**src/hdl/rpfr_pkg.sv**
```systemverilog
// package for the fetch patch redirect unit: register indices, control
// field positions, reset values and the fixed redirect target.
// assumes a 32-bit apb slave port; each register index is a word index.
package rpfr_pkg;

   // address and data widths, slot count
   localparam int unsigned FETCH_W = 16; // cpu fetch address width
   localparam int unsigned PADDR_W = 18; // apb byte address width (index * 4)
   localparam int unsigned DATA_W = 32; // apb data width
   localparam int unsigned NUM_PATCH = 2; // number of patch slots

   // register indices, byte address is four times the index
   localparam logic [15:0] IDX_PATCH_ADDR0 = 16'hff38; // patch_addr_reg_0
   localparam logic [15:0] IDX_PATCH_ADDR1 = 16'hff3a; // patch_addr_reg_1
   localparam logic [15:0] IDX_PATCH_CTRL = 16'hff8a; // patch_control_reg
   localparam logic [15:0] IDX_IRQ_STATUS = 16'hff8c; // sticky event status
   localparam logic [15:0] IDX_IRQ_MASK = 16'hff8e; // event mask

   // patch_control_reg field positions
   localparam int unsigned CTRL_HIT0_BIT = 0; // patch_hit_flag_0, cleared by writing zero
   localparam int unsigned CTRL_EN0_BIT = 1; // patch_enable_0
   localparam int unsigned CTRL_HIT1_BIT = 2; // patch_hit_flag_1, cleared by writing zero
   localparam int unsigned CTRL_EN1_BIT = 3; // patch_enable_1

   // reset values
   localparam logic [15:0] PATCH_ADDR_RST = 16'h0000;
   localparam logic [7:0] PATCH_CTRL_RST = 8'h00;
   localparam logic [1:0] IRQ_RST = 2'h0;

   // fixed redirect target holding the absolute_branch_instr
   localparam logic [15:0] PATCH_TARGET = 16'hf7fd;

   // word index to apb byte address
   function automatic logic [PADDR_W-1:0] idx_to_byte(input logic [15:0] idx);
      idx_to_byte = {idx, 2'h0};
   endfunction

endpackage

```
**src/hdl/rpfr_top.sv**
```systemverilog
// fetch patch redirect unit: two armed address slots watch the cpu fetch
// address and request a branch to the fixed patch vector on a hit.
// assumes an apb master on pclk and a cpu fetch port on the same clock.
//
// Operation
// RULE1 - compare fetch address with both slots always
// RULE2 - armed hit raises request and sets hit flag
// RULE3 - request redirects fetch to fixed target f7fd
// RULE4 - enables sit at control bits 1 and 3
// RULE5 - software writes slot address only while disarmed
// RULE6 - no slot at instruction after arming
// RULE7 - no slot inside vector or call tables
// RULE8 - no slot right after flow-ending instructions
// RULE9 - slot must point at an opcode byte
// RULE10 - software loads code, addresses, then enables
// RULE11 - software puts absolute branch at target
// RULE12 - dispatch code clears hit flags by bit-test
// RULE13 - only armed and equal slots trigger
// RULE14 - reset clears both slot addresses
// RULE15 - reset clears control register to zero
// RULE16 - hit flags cannot be set by writes
// RULE17 - hit flag holds until cleared or reset
`timescale 1ns/100ps
module rpfr_top (
   input wire logic pclk,
   input wire logic presetn,
   input wire logic psel,
   input wire logic penable,
   input wire logic pwrite,
   input wire logic [rpfr_pkg::PADDR_W-1:0] paddr,
   input wire logic [rpfr_pkg::DATA_W-1:0] pwdata,
   output logic [rpfr_pkg::DATA_W-1:0] prdata,
   output logic pready,
   output logic pslverr,
   input wire logic [rpfr_pkg::FETCH_W-1:0] fetch_addr,
   input wire logic fetch_valid,
   output logic patch_branch_req,
   output logic [rpfr_pkg::FETCH_W-1:0] patch_branch_target,
   output logic irq
);

   // slot state
   logic [15:0] patch_addr_reg [rpfr_pkg::NUM_PATCH]; // slot addresses
   logic [1:0] patch_enable_reg; // arm bits per slot
   logic [1:0] patch_hit_flag_reg; // sticky hit flags per slot
   logic [1:0] patch_hit_flag_next; // next hit flags
   logic [1:0] match; // per-slot comparator outputs
   logic [1:0] hit_clear; // software clear of hit flags

   // interrupt state
   logic [1:0] irq_status_reg; // sticky event bits
   logic [1:0] irq_status_next; // next event bits
   logic [1:0] irq_mask_reg; // event enables

   // bus state
   logic pready_reg; // access-phase ready
   logic pslverr_reg; // unmapped address answer
   logic [rpfr_pkg::DATA_W-1:0] prdata_reg; // read data captured in setup
   logic [rpfr_pkg::DATA_W-1:0] rd_mux; // read data for current address
   logic rd_hit; // address is mapped

   // redirect outputs
   logic patch_branch_req_reg; // one-cycle redirect request
   logic [15:0] patch_branch_target_reg; // fixed redirect vector
   logic irq_reg; // interrupt level

   // write commit: the only edge at which a write takes effect
   logic wr_commit;
   assign wr_commit = psel && penable && pwrite && pready_reg;

   // decode helpers
   function automatic logic addr_is(input logic [rpfr_pkg::PADDR_W-1:0] a, input logic [15:0] idx);
      addr_is = (a == rpfr_pkg::idx_to_byte(idx));
   endfunction

   // pack slot arm and hit bits into the control layout
   function automatic logic [7:0] pack_ctrl(input logic [1:0] en, input logic [1:0] hit);
      logic [7:0] v;
      v = rpfr_pkg::PATCH_CTRL_RST;
      v[rpfr_pkg::CTRL_HIT0_BIT] = hit[0];
      v[rpfr_pkg::CTRL_EN0_BIT] = en[0];
      v[rpfr_pkg::CTRL_HIT1_BIT] = hit[1];
      v[rpfr_pkg::CTRL_EN1_BIT] = en[1];
      pack_ctrl = v;
   endfunction

   // one comparator per slot, always running
   for (genvar i = 0; i < rpfr_pkg::NUM_PATCH; i++) begin : g_cmp
      rpfr_cmp u_cmp (
         .patch_addr(patch_addr_reg[i]),
         .patch_enable(patch_enable_reg[i]),
         .fetch_addr(fetch_addr),
         .fetch_valid(fetch_valid),
         .match(match[i])
      ); // RULE1
   end

   // slot addresses: written whenever addressed; software keeps them
   // disarmed while writing, otherwise a stray redirect may occur
   always_ff @(posedge pclk or negedge presetn) begin
      if (!presetn) begin
         patch_addr_reg[0] <= rpfr_pkg::PATCH_ADDR_RST; // RULE14
         patch_addr_reg[1] <= rpfr_pkg::PATCH_ADDR_RST; // RULE14
      end else if (wr_commit && addr_is(paddr, rpfr_pkg::IDX_PATCH_ADDR0)) begin
         patch_addr_reg[0] <= pwdata[15:0]; // RULE5
      end else if (wr_commit && addr_is(paddr, rpfr_pkg::IDX_PATCH_ADDR1)) begin
         patch_addr_reg[1] <= pwdata[15:0]; // RULE5
      end
   end

   // arm bits come straight from the control write
   always_ff @(posedge pclk or negedge presetn) begin
      if (!presetn) begin
         patch_enable_reg <= 2'h0; // RULE15
      end else if (wr_commit && addr_is(paddr, rpfr_pkg::IDX_PATCH_CTRL)) begin
         patch_enable_reg[0] <= pwdata[rpfr_pkg::CTRL_EN0_BIT]; // RULE4
         patch_enable_reg[1] <= pwdata[rpfr_pkg::CTRL_EN1_BIT]; // RULE4
      end
   end

   // writing zero to a hit bit clears it, writing one does nothing
   always_comb begin
      hit_clear = 2'h0;
      if (wr_commit && addr_is(paddr, rpfr_pkg::IDX_PATCH_CTRL)) begin
         hit_clear[0] = !pwdata[rpfr_pkg::CTRL_HIT0_BIT]; // RULE12
         hit_clear[1] = !pwdata[rpfr_pkg::CTRL_HIT1_BIT]; // RULE12
      end
   end

   // a hit in the clearing cycle wins, so no redirect goes unflagged
   always_comb begin
      patch_hit_flag_next = match | (patch_hit_flag_reg & ~hit_clear); // RULE2 RULE16 RULE17
   end

   // hit flags
   always_ff @(posedge pclk or negedge presetn) begin
      if (!presetn) begin
         patch_hit_flag_reg <= 2'h0; // RULE15
      end else begin
         patch_hit_flag_reg <= patch_hit_flag_next;
      end
   end

   // redirect request, one cycle per hitting fetch
   always_ff @(posedge pclk or negedge presetn) begin
      if (!presetn) begin
         patch_branch_req_reg <= 1'b0;
      end else begin
         patch_branch_req_reg <= |match; // RULE2 RULE13
      end
   end

   // redirect vector held in a flop so the output is registered
   always_ff @(posedge pclk or negedge presetn) begin
      if (!presetn) begin
         patch_branch_target_reg <= rpfr_pkg::PATCH_TARGET; // RULE3
      end else begin
         patch_branch_target_reg <= rpfr_pkg::PATCH_TARGET; // RULE3
      end
   end

   // sticky event bits, write one to clear, a new hit wins
   always_comb begin
      irq_status_next = irq_status_reg;
      if (wr_commit && addr_is(paddr, rpfr_pkg::IDX_IRQ_STATUS)) begin
         irq_status_next = irq_status_reg & ~pwdata[1:0];
      end
      irq_status_next = irq_status_next | match;
   end

   // event status register
   always_ff @(posedge pclk or negedge presetn) begin
      if (!presetn) begin
         irq_status_reg <= rpfr_pkg::IRQ_RST;
      end else begin
         irq_status_reg <= irq_status_next;
      end
   end

   // event mask register
   always_ff @(posedge pclk or negedge presetn) begin
      if (!presetn) begin
         irq_mask_reg <= rpfr_pkg::IRQ_RST;
      end else if (wr_commit && addr_is(paddr, rpfr_pkg::IDX_IRQ_MASK)) begin
         irq_mask_reg <= pwdata[1:0];
      end
   end

   // interrupt level, lags the status by one cycle to stay registered
   always_ff @(posedge pclk or negedge presetn) begin
      if (!presetn) begin
         irq_reg <= 1'b0;
      end else begin
         irq_reg <= |(irq_status_reg & irq_mask_reg);
      end
   end

   // read mux; unmapped addresses read zero with an error
   always_comb begin
      rd_mux = '0;
      rd_hit = 1'b1;
      if (addr_is(paddr, rpfr_pkg::IDX_PATCH_ADDR0)) begin
         rd_mux[15:0] = patch_addr_reg[0];
      end else if (addr_is(paddr, rpfr_pkg::IDX_PATCH_ADDR1)) begin
         rd_mux[15:0] = patch_addr_reg[1];
      end else if (addr_is(paddr, rpfr_pkg::IDX_PATCH_CTRL)) begin
         rd_mux[7:0] = pack_ctrl(patch_enable_reg, patch_hit_flag_reg);
      end else if (addr_is(paddr, rpfr_pkg::IDX_IRQ_STATUS)) begin
         rd_mux[1:0] = irq_status_reg;
      end else if (addr_is(paddr, rpfr_pkg::IDX_IRQ_MASK)) begin
         rd_mux[1:0] = irq_mask_reg;
      end else begin
         rd_hit = 1'b0;
      end
   end

   // zero-wait slave: ready, data and error are set up in the setup cycle
   // so every answer comes from a flop; read data is a setup-time snapshot
   always_ff @(posedge pclk or negedge presetn) begin
      if (!presetn) begin
         pready_reg <= 1'b0;
         pslverr_reg <= 1'b0;
         prdata_reg <= '0;
      end else begin
         pready_reg <= psel && !penable;
         pslverr_reg <= psel && !penable && !rd_hit;
         prdata_reg <= (psel && !penable && !pwrite) ? rd_mux : '0;
      end
   end

   // outputs
   assign prdata = prdata_reg;
   assign pready = pready_reg;
   assign pslverr = pslverr_reg;
   assign patch_branch_req = patch_branch_req_reg;
   assign patch_branch_target = patch_branch_target_reg;
   assign irq = irq_reg;

   // checks

   // a request follows an armed equal fetch on either slot
   a_req_needs_hit: assert property (@(posedge pclk) disable iff (!presetn) // RULE13
      patch_branch_req |-> ($past(fetch_valid) &&
      (($past(patch_enable_reg[0]) && $past(fetch_addr) == $past(patch_addr_reg[0])) ||
      ($past(patch_enable_reg[1]) && $past(fetch_addr) == $past(patch_addr_reg[1])))))
      else $error("redirect without armed match");

   // an armed equal fetch on slot 0 requests and flags
   a_hit0_flags: assert property (@(posedge pclk) disable iff (!presetn) // RULE2
      (fetch_valid && patch_enable_reg[0] && fetch_addr == patch_addr_reg[0])
      |=> (patch_branch_req && patch_hit_flag_reg[0]))
      else $error("slot 0 hit not flagged");

   // an armed equal fetch on slot 1 requests and flags
   a_hit1_flags: assert property (@(posedge pclk) disable iff (!presetn) // RULE1 RULE2
      (fetch_valid && patch_enable_reg[1] && fetch_addr == patch_addr_reg[1])
      |=> (patch_branch_req && patch_hit_flag_reg[1]))
      else $error("slot 1 hit not flagged");

   // request always carries the fixed target
   a_req_target: assert property (@(posedge pclk) disable iff (!presetn) // RULE3
      patch_branch_req |-> patch_branch_target == rpfr_pkg::PATCH_TARGET)
      else $error("redirect target wrong");

   // control write lands in the enable bits
   a_enable_write: assert property (@(posedge pclk) disable iff (!presetn) // RULE4
      (wr_commit && addr_is(paddr, rpfr_pkg::IDX_PATCH_CTRL))
      |=> (patch_enable_reg[0] == $past(pwdata[rpfr_pkg::CTRL_EN0_BIT]) &&
      patch_enable_reg[1] == $past(pwdata[rpfr_pkg::CTRL_EN1_BIT])))
      else $error("enable bits not written");

   // hit flag 0 rises only from a comparator match
   a_hit_rise_cause: assert property (@(posedge pclk) disable iff (!presetn) // RULE16
      $rose(patch_hit_flag_reg[0]) |-> $past(match[0]))
      else $error("hit flag set without match");

   // hit flag 1 holds unless software writes the control register
   a_hit_sticky: assert property (@(posedge pclk) disable iff (!presetn) // RULE17
      (patch_hit_flag_reg[1] && !(wr_commit && addr_is(paddr, rpfr_pkg::IDX_PATCH_CTRL)))
      |=> patch_hit_flag_reg[1])
      else $error("hit flag dropped");

   // clear by write zero works when no match coincides
   a_hit_clear: assert property (@(posedge pclk) disable iff (!presetn) // RULE12
      (wr_commit && addr_is(paddr, rpfr_pkg::IDX_PATCH_CTRL) && !pwdata[rpfr_pkg::CTRL_HIT0_BIT] && !match[0])
      |=> !patch_hit_flag_reg[0])
      else $error("hit flag not cleared");

   // once reset has been seen at an edge the slots and control read zero;
   // the very first edge is skipped since flops may not have seen the reset yet
   a_reset_state: assert property (@(posedge pclk) // RULE14 RULE15
      (!presetn && !$past(presetn)) |-> (patch_addr_reg[0] == rpfr_pkg::PATCH_ADDR_RST && patch_addr_reg[1] ==
      rpfr_pkg::PATCH_ADDR_RST && pack_ctrl(patch_enable_reg, patch_hit_flag_reg) == rpfr_pkg::PATCH_CTRL_RST))
      else $error("reset state wrong");

   // interrupt level follows the unmasked status one cycle later
   a_irq_level: assert property (@(posedge pclk) disable iff (!presetn)
      irq == $past(|(irq_status_reg & irq_mask_reg)))
      else $error("interrupt level wrong");

   // setup cycle is answered in the next cycle
   a_bus_ready: assert property (@(posedge pclk) disable iff (!presetn)
      (psel && !penable) |=> pready)
      else $error("apb answer late");

endmodule

```
**src/hdl/rpfr_cmp.sv**
```systemverilog
// one patch slot comparator: flags a fetch that hits an armed address.
// assumes fetch address and strobe come from logic on the same clock.
`timescale 1ns/100ps
module rpfr_cmp (
   input wire logic [15:0] patch_addr,
   input wire logic patch_enable,
   input wire logic [15:0] fetch_addr,
   input wire logic fetch_valid,
   output logic match
);

   // a disarmed slot never hits, whatever its address holds
   always_comb begin
      match = patch_enable && fetch_valid && (patch_addr == fetch_addr); // RULE1 RULE13
   end

endmodule

```
**config.mk**
```make
export PLATFORM = sky130hd
export DESIGN_NAME = rpfr_top
export DESIGN_NICKNAME = d
export VERILOG_FILES = /design/src/hdl/rpfr_pkg.sv /design/src/hdl/rpfr_top.sv /design/src/hdl/rpfr_cmp.sv
export SDC_FILE = /design/constraint.sdc
export NUM_CORES = 1
export LEC_CHECK = 0
export BUFFER_PORTS_ARGS = -buffer_cell sky130_fd_sc_hd__buf_2
export CAP_MARGIN = 20
export CORE_MARGIN = 8
export CORE_UTILIZATION = 50
export DETAILED_ROUTE_END_ITERATION = 8
export PLACE_DENSITY_LB_ADDON = 0.12
export SLEW_MARGIN = 30
export SYNTH_ARGS = -nofsm -noshare
export SYNTH_HDL_FRONTEND = slang
export SYNTH_HIERARCHICAL = 1
export SYNTH_SLANG_ARGS = --single-unit
```
**constraint.sdc**
```tcl
create_clock -name pclk -period 2.03 [get_ports pclk]
set_input_delay 0.406 -clock pclk [delete_from_list [all_inputs] [get_ports pclk]]
set_output_delay 0.406 -clock pclk [all_outputs]
set_load 0.1 [all_outputs]
```
==> flow_metrics.env <==
export IMPL_cts_hold_buffers_added=0
export IMPL_finClkSkew_ns=0.003829
export IMPL_drt_initial_drc_count=86
export IMPL_swShare_pct=30.19
export IMPL_final_core_util_pct=63.79
export IMPL_cellPowerDensity_nw_per_um2=673.5
export IMPL_yosysUniqueCellTypes=43
export IMPL_fin_nets=458
export IMPL_synth_top_cells_by_count="60 x dfrtp_1, 32 x buf_4, 30 x nand3_1"
export IMPL_synth_edf_count=0
export IMPL_yosysTopAreaCell="dfrtp_1"
export IMPL_worst_pin_slew_ns=0.5585
export IMPL_dieArea_um2=9535
export IMPL_layout_drive_gt1_share_pct=40.92
export IMPL_crit_path_start_kind="flip-flop"
export IMPL_finalNonFillerCells=468
export IMPL_switchingPower_w=0.0008284
export IMPL_rsz0062_at_grt="yes"
export IMPL_fin_crit_ns=1.937
export IMPL_cp_end_kind="flip-flop"
export IMPL_power_frac_clock_pct=39.5
export IMPL_avgRoutedWirePerCell_um=17.66
export IMPL_max_freq_mhz=516.2
export IMPL_cts_buffer_depth=2
export IMPL_cts_buffers=9
export IMPL_netlist_area_um2=3333
export IMPL_cts_clk_slew_worst_paths_ns=0.06
export IMPL_clk_latency_ns=0.34
export IMPL_synth_seq_cells=60
export IMPL_grt_ovfl_total=0
export IMPL_initial_utilization_pct=52.19
export IMPL_drt_first_pass_iters=4
export IMPL_slew_headroom_pct=62.48
export IMPL_fill_cells=523
export IMPL_cap_violations=0
export IMPL_synthArstFlopShare_pct=100.0
export IMPL_synthTopCellsByArea="dfrtp_1 45%, mux2_4 9.0%, buf_4 7.2%"
export IMPL_grt_pass1_wl_mm=13.86
export IMPL_status="complete, no violations"
export IMPL_avgSynthCellArea_um2=11.45
export IMPL_num_antenna_cells=0
export IMPL_p_seq_share_pct=43.7
export IMPL_setup_viol=0
export IMPL_die_h_um=97.65
export IMPL_synthMostInstantiatedCell="dfrtp_1"
export IMPL_dp_cells=452
export IMPL_ant_nets=0
export IMPL_fin_crit_sh_pct=95.43
export IMPL_rows=29
export IMPL_root_buffer="clkbuf_8"
export IMPL_hpwl_mm=6.337
export IMPL_die_x_um=97.65
export IMPL_synthCells=291
export IMPL_area_delta_synth_final_pct=22.22
export IMPL_antenna_found_initial=0
export IMPL_power_share_combinational_pct=16.8
export IMPL_crit_required_ns=2.29
export IMPL_cts_num_sinks=60
export IMPL_hold_viol_final=0
export IMPL_largest_reg_flops=32
export IMPL_cellLeakagePower_nw=2.035
export IMPL_viasPerCell=5.291
export IMPL_io_buffers=75
export IMPL_wl_mm=8.267
export IMPL_place_congestion=0.7940
export IMPL_vias=2476
export IMPL_cts_tree="built"
export IMPL_critPathKind="reg2reg"
export IMPL_synth_flop_cell="dfrtp_1"
export IMPL_slew_viol_final=0
export IMPL_synth_top_area_share_pct=45.05
export IMPL_worstPathArrival_ns=2.20
export IMPL_p_int_w=0.001915
export IMPL_cp_max_fo=3
export IMPL_vdd_drop_max_v=0.0004657
export IMPL_grtUsageTotal_pct=18.03
export IMPL_htree_num_levels=3
export IMPL_core_area_um2=6386
export IMPL_synth_seq_area_share_pct=45.05
export IMPL_worstHoldPathType="in2async"
export IMPL_drc_errors=0
export IMPL_grt_pass1_vias=2696
export IMPL_grt_max_degree=25
export IMPL_yosysWarnings=6
export IMPL_pin_count=124
worst max-delay path, stage by stage, from the launching register on:
cell	delay [ns]
dfrtp_1	0.41
xnor2_1	0.18
nand4_1	0.12
or4_1	0.58
nor4_4	0.19
buf_4	0.16
inv_1	0.06
a31oi_1	0.16
kinds of logic (layout without fill, tap and decap cells):
kind of cell / after synthesis / after routing / share of synthesized area [%]
other: 2 / 32 / 0.2253
buffers and inverters: 51 / 121 / 9.910
AOI/OAI and AO/OA: 32 / 32 / 6.006
and+or+nand+nor: 76 / 76 / 15.32
muxes: 38 / 38 / 15.09
DFF: 60 / 60 / 45.05
xor gates and xnor gates: 32 / 32 / 8.408
power by group through the flow:
stage / clock network, W / registers (W) / logic (W)
final: 0.00108 / 0.00120 / 0.000461
after global routing: 0.00116 / 0.00120 / 0.000485
after CTS: 0.00110 / 0.00120 / 0.000458
after detailed placement: 0 / 0.00122 / 0.000457
after global placement: 0 / 0.00122 / 0.000454
after floorplan: 0 / 0.00124 / 0.000365
worst paths after layout:
kind,cells past startpoint,startpoint,slack [ns],endpoint
max,7,patch_addr_reg[23],0.09,irq_status_reg[0]
min,1,presetn,0.004,patch_addr_reg[15]
max reg2reg,7,patch_addr_reg[23],0.09,irq_status_reg[0]
min reg2reg,2,patch_hit_flag_reg[1],0.49,patch_hit_flag_reg[1]
max in group asynchronous,2,presetn,1.41,prdata[4]
min in group pclk,2,penable,0.28,pready
area by class of cell:
| class | instances | area, um^2 | area share [%] |
|---|---|---|---|
| clock buffers | 15 | 166.4 | 4.085 |
| clock inverters | 1 | 30.03 | 0.7371 |
| inverters | 5 | 18.77 | 0.4607 |
| multi-input cells | 210 | 1659 | 40.72 |
| flip-flops and latches | 60 | 1503 | 36.89 |
| well taps | 77 | 96.34 | 2.365 |
| repair buffers | 100 | 600.6 | 14.74 |
routing by layer:
metal	share of wire [%]	global-route usage, %
met3	6.8	5.690
met2	50	29.13
met4	1.6	7.110
met1	41	21.74
met5	0	0
per-stage QoR:
step | setup TNS [ns] | total power [W] | setup WS (ns) | hold slack [ns] | cell area, um^2
finish | 0 | 0.002744 | 0.09279 | 0.004357 | 4074
global route | -0.02284 | 0.002841 | -0.01523 | 0.02892 | 4074
CTS | 0 | 0.002757 | 0.04959 | 0.01546 | 4056
detailed placement | -7.249 | 0.001678 | -0.2147 | 0.3797 | 3860
global placement | -7.073 | 0.001674 | -0.2259 | 0.3758 | 3860
floorplan | -1.266 | 0.001602 | -0.06116 | 0.1104 | 3481
repair_timing:
action                     CTS  global route
setup endpoints to repair    0             2
buffers inserted             0             0
resized for setup            0             2
layout by cell type (no fill, tap or decap), drive strengths merged, types with 2 or more instances in the layout:
| cell type | n |
|---|---|
| nor3 | 3 |
| a31o | 2 |
| nand4 | 14 |
| nor3b | 4 |
| a21oi | 16 |
| o2bb2a | 2 |
| o41ai | 2 |
| nor2 | 3 |
| or4 | 3 |
| o21ai | 4 |
| clkbuf | 15 |
| buf | 100 |
| dfrtp | 60 |
| conb | 32 |
| mux2 | 38 |
| and3 | 4 |
| nor4 | 6 |
| a31oi | 2 |
| nand2 | 3 |
| xor2 | 6 |
| nand3 | 30 |
| xnor2 | 26 |
| inv | 5 |
(Power assumes the default switching activity.)
